## src/design/dik_pkg.sv

```systemverilog
// package for the device identity and serial key block
package dik_pkg;
    localparam logic [7:0] SFR_VARIANT_CODE = 8'hAD;
    localparam logic [7:0] SFR_FAMILY_CODE  = 8'hB5;
    localparam logic [7:0] SFR_REVISION     = 8'hB6;
    // serial key occupies the top four bytes of its memory segment
    localparam logic [7:0] KEY_BASE_ADDR    = 8'hFC;
    localparam logic [7:0] KEY_TOP_ADDR     = 8'hFF;
    localparam int         KEY_BYTES        = 4;
    localparam logic [7:0] REV_C            = 8'h02;
    localparam logic [7:0] READ_IDLE        = 8'h00;

    typedef enum logic [1:0] {
        DIK_SEG_XRAM = 2'b01,
        DIK_SEG_IRAM = 2'b10
    } dik_seg_t;

    typedef struct packed {
        logic       rd;
        logic       wr;
        logic [7:0] addr;
        logic [7:0] wdata;
    } dik_req_t;

    typedef struct packed {
        logic [7:0] sfr_rdata;
        logic       sfr_hit;
        logic [7:0] mem_rdata;
        logic       mem_hit;
        logic [7:0] dbg_rdata;
        logic       dbg_hit;
        logic [31:0] key;
    } dik_state_t;
endpackage : dik_pkg

```

## src/design/dik_top.sv

```systemverilog
// identification registers and factory serial key store
// Functional notes
// RULE_01: firmware can read family, variant and revision codes from special-function registers.
// RULE_02: revision C or later parts hold a 32-bit factory serial key unique to each device.
// RULE_03: on external-RAM variants the key sits at FC..FF with the most significant byte at FF.
// RULE_04: on internal-RAM variants the key sits at indirect FC..FF with the most significant byte at FF.
// RULE_05: internal-RAM variants return key bytes on indirect data reads.
// RULE_06: external-RAM variants return key bytes on external-memory move reads.
// RULE_07: the debug port can read the key bytes on every variant.
// RULE_08: firmware may overwrite the key bytes, and every reset restores the factory value.
// RULE_09: firmware using those bytes as storage should set them after each reset.
// RULE_10: an 8-bit read-only family code sits at special-function address B5.
// RULE_11: an 8-bit read-only variant code sits at special-function address AD.
// RULE_12: writes to either identification register are ignored.
`timescale 1ns/1ps
`default_nettype none
module dik_top
    import dik_pkg::*;
#(
    parameter logic [7:0]  FAMILY_CODE  = 8'h5A,        // arbitrary value
    parameter logic [7:0]  VARIANT_CODE = 8'h01,        // arbitrary value
    parameter logic [7:0]  REVISION     = 8'h02,
    parameter dik_seg_t    KEY_SEGMENT  = DIK_SEG_XRAM,
    parameter logic [31:0] FACTORY_KEY  = 32'h1234_5678 // arbitrary value
) (
    input  wire logic       MCLK_I,
    input  wire logic       RESETN_I,
    input  wire dik_req_t   SFR_REQ_I,
    input  wire dik_req_t   XRAM_REQ_I,
    input  wire dik_req_t   IRAM_REQ_I,
    input  wire logic       DBG_RD_I,
    input  wire logic [7:0] DBG_ADDR_I,
    output logic [7:0]      SFR_RDATA_O,
    output logic            SFR_HIT_O,
    output logic [7:0]      MEM_RDATA_O,
    output logic            MEM_HIT_O,
    output logic [7:0]      DBG_RDATA_O,
    output logic            DBG_HIT_O
);
    // a key that is absent before revision C reads as zero
    localparam logic [31:0] KEY_INIT = (REVISION >= REV_C) ? FACTORY_KEY : 32'h0000_0000; // RULE_02

    // registered state and its next value
    dik_state_t state;
    dik_state_t next_state;

    // request of the segment that carries the key on this variant
    dik_req_t   mem_req;

    // per-lane address match, one bit per key byte
    logic [KEY_BYTES-1:0] mem_lane_hit;
    logic [KEY_BYTES-1:0] dbg_lane_hit;

    // decoded lane and qualified strobes
    logic [1:0] mem_idx;
    logic [1:0] dbg_idx;
    logic       mem_in_key;
    logic       dbg_in_key;
    logic       mem_rd_key;
    logic       mem_wr_key;
    logic       dbg_rd_key;
    logic [8:0] sfr_answer;

    // true for the four addresses that hold the key
    function automatic logic in_key(
        input logic [7:0] a
    );
        in_key = (a >= KEY_BASE_ADDR) && (a <= KEY_TOP_ADDR);
    endfunction : in_key

    // lane number of a one-hot lane match; no match gives lane 0,
    // which is harmless because the strobes are qualified separately
    function automatic logic [1:0] lane_of(
        input logic [3:0] hot
    );
        logic [1:0] l;
        l = 2'h0;
        unique case (hot)
            4'h1:    l = 2'h0;
            4'h2:    l = 2'h1;
            4'h4:    l = 2'h2;
            4'h8:    l = 2'h3;
            default: l = 2'h0;
        endcase
        lane_of = l;
    endfunction : lane_of

    // one byte of the key, picked by lane
    function automatic logic [7:0] key_byte(
        input logic [31:0] key,
        input logic [1:0]  lane
    );
        logic [7:0] b;
        b = 8'h00;
        unique case (lane)
            2'h0: b = key[7:0];
            2'h1: b = key[15:8];
            2'h2: b = key[23:16];
            2'h3: b = key[31:24];
        endcase
        key_byte = b;
    endfunction : key_byte

    // the key with one lane replaced, the other lanes kept
    function automatic logic [31:0] key_merge(
        input logic [31:0] key,
        input logic [1:0]  lane,
        input logic [7:0]  value
    );
        logic [31:0] k;
        k = key;
        unique case (lane)
            2'h0: k[7:0]   = value;
            2'h1: k[15:8]  = value;
            2'h2: k[23:16] = value;
            2'h3: k[31:24] = value;
        endcase
        key_merge = k;
    endfunction : key_merge

    // read answer of the identification registers as {hit, data};
    // there is no storage behind them, so a write has nothing to change
    function automatic logic [8:0] sfr_lookup(
        input logic [7:0] a
    );
        logic [8:0] r;
        r = {1'b0, READ_IDLE};
        unique case (a)
            SFR_FAMILY_CODE:  r = {1'b1, FAMILY_CODE};  // RULE_10 RULE_01
            SFR_VARIANT_CODE: r = {1'b1, VARIANT_CODE}; // RULE_11 RULE_01
            SFR_REVISION:     r = {1'b1, REVISION};     // RULE_01
            default:          r = {1'b0, READ_IDLE};
        endcase
        sfr_lookup = r;
    endfunction : sfr_lookup

    // only the segment this variant uses carries the key; the other
    // segment's memory lives outside this block and is not decoded here
    assign mem_req = (KEY_SEGMENT == DIK_SEG_IRAM) ? IRAM_REQ_I : XRAM_REQ_I; // RULE_05 RULE_06

    // the lowest key address carries the least significant byte
    for (genvar g = 0; g < KEY_BYTES; g++) begin : g_lane
        localparam logic [7:0] LANE_ADDR = KEY_BASE_ADDR + 8'(g);
        assign mem_lane_hit[g] = (mem_req.addr == LANE_ADDR);   // RULE_03 RULE_04
        assign dbg_lane_hit[g] = (DBG_ADDR_I == LANE_ADDR);
    end : g_lane

    always_comb begin
        next_state = state;

        mem_in_key = in_key(mem_req.addr);
        dbg_in_key = in_key(DBG_ADDR_I);
        mem_idx    = lane_of(mem_lane_hit);
        dbg_idx    = lane_of(dbg_lane_hit);
        mem_rd_key = mem_req.rd && mem_in_key;
        mem_wr_key = mem_req.wr && mem_in_key;
        dbg_rd_key = DBG_RD_I && dbg_in_key;

        // identification registers answer one cycle after a read
        sfr_answer = {1'b0, READ_IDLE};
        if (SFR_REQ_I.rd) begin
            sfr_answer = sfr_lookup(SFR_REQ_I.addr);
        end
        // sfr writes fall through untouched: the codes are constants RULE_12
        next_state.sfr_hit   = sfr_answer[8];
        next_state.sfr_rdata = sfr_answer[7:0];

        // a read in the same cycle as a write returns the old byte
        next_state.mem_hit   = 1'b0;
        next_state.mem_rdata = READ_IDLE;
        if (mem_rd_key) begin
            next_state.mem_rdata = key_byte(state.key, mem_idx); // RULE_05 RULE_06
            next_state.mem_hit   = 1'b1;
        end
        if (mem_wr_key) begin
            next_state.key = key_merge(state.key, mem_idx, mem_req.wdata); // RULE_08
        end

        // debugger sees the live bytes, including firmware overwrites
        next_state.dbg_hit   = 1'b0;
        next_state.dbg_rdata = READ_IDLE;
        if (dbg_rd_key) begin
            next_state.dbg_rdata = key_byte(state.key, dbg_idx); // RULE_07
            next_state.dbg_hit   = 1'b1;
        end
    end

    // reset reloads the factory key; whatever firmware stored is lost,
    // so the key bytes cannot serve as storage that survives a reset
    always_ff @(posedge MCLK_I or negedge RESETN_I) begin
        if (!RESETN_I) begin
            state     <= '0;
            state.key <= KEY_INIT; // RULE_08
        end else begin
            state <= next_state;
        end
    end

    // every output is a field of the registered state
    assign SFR_RDATA_O = state.sfr_rdata;
    assign SFR_HIT_O   = state.sfr_hit;
    assign MEM_RDATA_O = state.mem_rdata;
    assign MEM_HIT_O   = state.mem_hit;
    assign DBG_RDATA_O = state.dbg_rdata;
    assign DBG_HIT_O   = state.dbg_hit;
endmodule : dik_top
`default_nettype wire

```

## config.mk

```make
export PLATFORM = sky130hd
export DESIGN_NAME = dik_top
export DESIGN_NICKNAME = d
export VERILOG_FILES = /design/src/design/dik_pkg.sv /design/src/design/dik_top.sv
export SDC_FILE = /design/constraint.sdc
export NUM_CORES = 1
export LEC_CHECK = 0
export ABC_AREA = 1
export CAP_MARGIN = 20
export CORE_ASPECT_RATIO = 1.4
export CORE_MARGIN = 3
export CORE_UTILIZATION = 60
export CTS_BUF_LIST = sky130_fd_sc_hd__clkbuf_16
export DETAILED_ROUTE_END_ITERATION = 10
export DONT_BUFFER_PORTS = 1
export PLACE_DENSITY_LB_ADDON = 0.15
export SLEW_MARGIN = 20
export SYNTH_ARGS = -nofsm -noshare
export SYNTH_HDL_FRONTEND = slang
export SYNTH_SLANG_ARGS = --single-unit
```

## constraint.sdc

```tcl
create_clock -name MCLK_I -period 1 [get_ports MCLK_I]
set_input_delay 0.1 -clock MCLK_I [delete_from_list [all_inputs] [get_ports MCLK_I]]
set_output_delay 0.1 -clock MCLK_I [all_outputs]
set_load 0.1 [all_outputs]
```

Word-level counts from Yosys, hierarchy flattened
Index checks and enable logic that the tools add are counted.
Storage, ports and cells
  logic and storage cells: 56
  flip-flop bits (word level): 59
  output and inout port bits: 27
Cells by class
  equal/unequal tests: 23
  $lt $le $gt $ge: 4
  muxes and demuxes: 8
  reductions and logical operators: 11
Operator list (count)
  equality test 8 bit, second input constant: 11
  one-hot mux 8 bit (4 select lines): 2
  2-to-1 mux 9 bit: 3
  one-hot mux 9 bit (3 select lines): 1
  greater-or-equal comparator 8 bit, second input constant: 2
  <= comparator 8 bit, second input constant: 2
  one-hot mux 2 bit (3 select lines): 2
  equality test 2 bit, second input constant: 4
  equality test 4 x 2 -> 1 bit, second input constant: 2
  equality test 4 x 3 -> 1 bit, second input constant: 2
  equality test 4 bit, second input constant: 2
  AND reduction 2 bit: 4
  logical AND 1 bit: 5
  equality test 2 x 1 -> 1 bit, second input constant: 2
  logical NOT 2 bit: 2

Depth between registers and ports, before layout
  depth in word-level cells: 6
  gate-level depth with buffers: 9
  gate-level depth less buffers: 9

Least setup slack after synthesis
No wires, ideal clock.
  kind: input port to flip-flop
  start: input port XRAM_REQ_I[13] in the netlist's numbering
  end: register state[17] in the netlist's numbering
  setup time: 0.126 ns
  data arrival time: 0.969 ns
  slack: -0.095 ns
  stages on the path: 6
  path buffers: 1
  required time: 0.874 ns
  cells stage by stage: nand2_1 nor2_8 nand3_4 nor3_4 buf_4 o21ai_0
Between the ends
  longest elaborated chain between the ends: 5
RTL lines
  start: declaration: RTL line dik_top.sv:29  | input wire dik_req_t XRAM_REQ_I,
  equality test 8 bit: RTL line dik_top.sv:144  | assign mem_lane_hit[g] = (mem_req.addr == LANE_ADDR);
  equality test 4 bit (tied with other cells): RTL line dik_top.sv:78  | unique case (hot)
  one-hot mux 2 bit (3 select lines): RTL line dik_top.sv:78
  equality test 2 bit: RTL line dik_top.sv:112  | unique case (lane)
  AND reduction 2 bit (no line) *
  end signal: assignment: RTL line dik_top.sv:195  | state <= next_state;
  end: declaration: RTL line dik_top.sv:44  | dik_state_t state;
Mark *: on every way between the ends. The rest lies on a longest branch, timed or not.
A chain may end at the register's enable or synchronous reset.

==> impl_metrics.env <==
export IMPL_status="complete, but fails checks"
export IMPL_violations="hold timing, setup timing"
export IMPL_rows=29
export IMPL_postRouteAntennaNets=0
export IMPL_wirelength_mm=7.77
export IMPL_numCtsBuffers=5
export IMPL_ys_types=32
export IMPL_core_area_um2=4640
export IMPL_yosysSeqAreaShare_pct=46.0
export IMPL_drc=0
export IMPL_grt_pass1_wl_mm=12.7
export IMPL_worst_path_buf_inv=1
export IMPL_antenna_cells=0
export IMPL_pre_cts_ws_ns=-0.119
export IMPL_cts_hold_fix_buffers=15
export IMPL_synth_area_um2=2980
export IMPL_ff2ff_path_depth=4
export IMPL_nets=453
export IMPL_fin_area_um2=3860
export IMPL_crit_type="flip-flop to output pin"
export IMPL_clk_latency_ns=0.29
export IMPL_grt_pass1_vias=2672
export IMPL_drt_iter0_markers=182
export IMPL_fillerInstances=264
export IMPL_antenna_found_initial=0
export IMPL_hpwlAfterDp_mm=5.46
export IMPL_tns_ns=-0.315
export IMPL_hold_class="input pin to asynchronous set/reset pin"
export IMPL_syn2layout_area_growth_pct=29.8
export IMPL_final_hold_violation_count=54
export IMPL_post_dp_cell_area_um2=3490
export IMPL_yosys_warnings=0
export IMPL_place_congestion=0.870
export IMPL_rsz0062_at_grt="yes"
export IMPL_cts_tree="yes"
export IMPL_clockBufferDepth=2
export IMPL_fin_cells=451
export IMPL_die_area_um2=5850
export IMPL_timing_hold_ws_ns=-0.505
export IMPL_syn_inst=351
export IMPL_ys_seq_elements=54
export IMPL_cp_arrival_ns=1.01
export IMPL_clkTransAtPathRegs_ns=0.07
export IMPL_finalSetupViolations=3
export IMPL_critical_path_top_delay_family="flip-flops"
export IMPL_mostFrequentLayoutCell="nand2_1"
export IMPL_firstDrtPassIters=5
export IMPL_startpoint_type="flip-flop"
export IMPL_maxSlewViolCount=0
export IMPL_start_util_pct=64.1
export IMPL_htreeDepth=2
export IMPL_drv_cap=0
export IMPL_period_share_pct=111
export IMPL_power_leakage_uw=0.00185
export IMPL_die_x_um=65.5
export IMPL_vias=2604
export IMPL_postSynthAreaPerCell_um2=8.48
export IMPL_critPathCaptureType="output pin"
export IMPL_drive_gt1_share_pct=30.8
export IMPL_cp_depth=1
export IMPL_critical_path_required_ns=0.90
export IMPL_powerDensity_nw_per_um2=1230
export IMPL_cts_sinks=54
export IMPL_layout_common_cells="62 x nand2_1, 46 x nand3_1, 40 x dfrtp_1"
export IMPL_fmax_ghz=0.905
export IMPL_crit_fanout=3
export IMPL_grt_max_degree=55
export IMPL_wl_per_cell_um=17.2
export IMPL_ir_worst_vdd_v=0.00123
export IMPL_crit_path_top_delay_cell="dfrtp_2"
export IMPL_via_per_inst=5.77
export IMPL_dp_cells=426
export IMPL_cts_root_buf="clkbuf_16"
export IMPL_layout_min_cycle_time_ns=1.11
export IMPL_finClkSkew_ns=0.00237
export IMPL_io_buffers=0
export IMPL_cpPeakStageDelay_ns=0.38
export IMPL_die_h_um=89.3
export IMPL_worst_slack_ns=-0.105
export IMPL_io_pins=92
export IMPL_gr_total_overflow=0
export IMPL_path_cells="buf_12"
export IMPL_grt_usage_pct=29.1
-- metal layers --
layer / vias up / share of wire, % / GRT usage, % / wire, um
li1: 1194 / - / - / -
met1: 1216 / 35 / 32.5 / 2710
met2: 152 / 53 / 52.0 / 4150
met3: 42 / 6.8 / 6.29 / 529
met4: 0 / 4.8 / 14.5 / 376
met5: - / 0 / 0 / 0
-- kinds of logic (layout without fill, tap and decap cells) --
family | Yosys count | count (layout) | synth area share (%)
buf+inv | 67 | 103 | 12.3
compound gates | 48 | 48 | 10.2
flops | 54 | 54 | 46.0
other cells | 1 | 3 | 0.126
simple gates | 181 | 181 | 31.4
-- cell usage after synthesis, drive strengths merged --
library cell  instances  area share [%]
nand4                 7             1.5
nand3b                1            0.25
o21a                  1            0.25
and3                  1            0.21
nor2                 40             6.3
o22ai                 1            0.21
nor4                  2            0.93
o21ai                43             9.3
clkbuf                2            0.25
a21oi                 3            0.50
nand3                56              11
inv                  35             4.5
nor3                  5             1.4
nand2                69             9.7
buf                  30             7.6
dfrtp                41              34
dfstp                13              11
conb                  1            0.13
-- power breakdown --
group          switching, uW  internal [uW]  leakage (uW)  total [uW]
Sequential              75.5           2280      0.000680        2360
Clock                    780           1190     0.0000842        1970
Combinational            272            165       0.00108         437
Total                   1130           3630       0.00185        4760
-- final cells by class --
cell class                 count  area (um^2)  area share [%]
inverter                      35          139            3.60
clock inverter                 3         43.8            1.13
clock buffer                   5          125            3.24
timing repair buffer          60          791            20.5
tap                           62         77.6            2.01
sequential                    54         1370            35.5
multi-input combinational    232         1320            34.1
-- timing repair --
item                       4_1_cts  5_1_grt
pin swaps                        0        9
gates resized for setup          0       14
setup endpoints to repair        3       12
buffers inserted                 0        2
hold endpoints to repair        85       54
-- worst reg2reg max path: stages, from the launching register on --
cell     delay, ns
dfrtp_1       0.42
nand3_1       0.14
nand3_1       0.13
nor2_2        0.12
nor2_1        0.06
-- worst paths after layout --
path | start | endpoint | slack [ns]
max | SFR_RDATA_O[4] | SFR_RDATA_O[6] | -0.11
min | RESETN_I | SFR_RDATA_O[0] | -0.50
max reg2reg | state[16] | DBG_RDATA_O[0] | 0.02
min reg2reg | state[4] | state[4] | 0.48
max in group asynchronous | RESETN_I | state[3] | 1.32
min in group MCLK_I | XRAM_REQ_I[7] | state[31] | 0.01
-- state kept, by name, indices dropped and copies added, names as in the netlist --
name         count
MEM_HIT_O        1
SFR_HIT_O        1
MEM_RDATA_O      8
DBG_RDATA_O      8
SFR_RDATA_O      3
DBG_HIT_O        1
state           32
-- per-stage QoR --
step                      utilization (%)  total power, uW
after floorplan                         -             2640
after CTS                            81.9             4730
after global routing                 83.1             4910
after global placement               75.1             2720
after detailed placement             75.1             2740
final                                83.1             4760
Note: power is estimated with default switching activity, not from simulation.
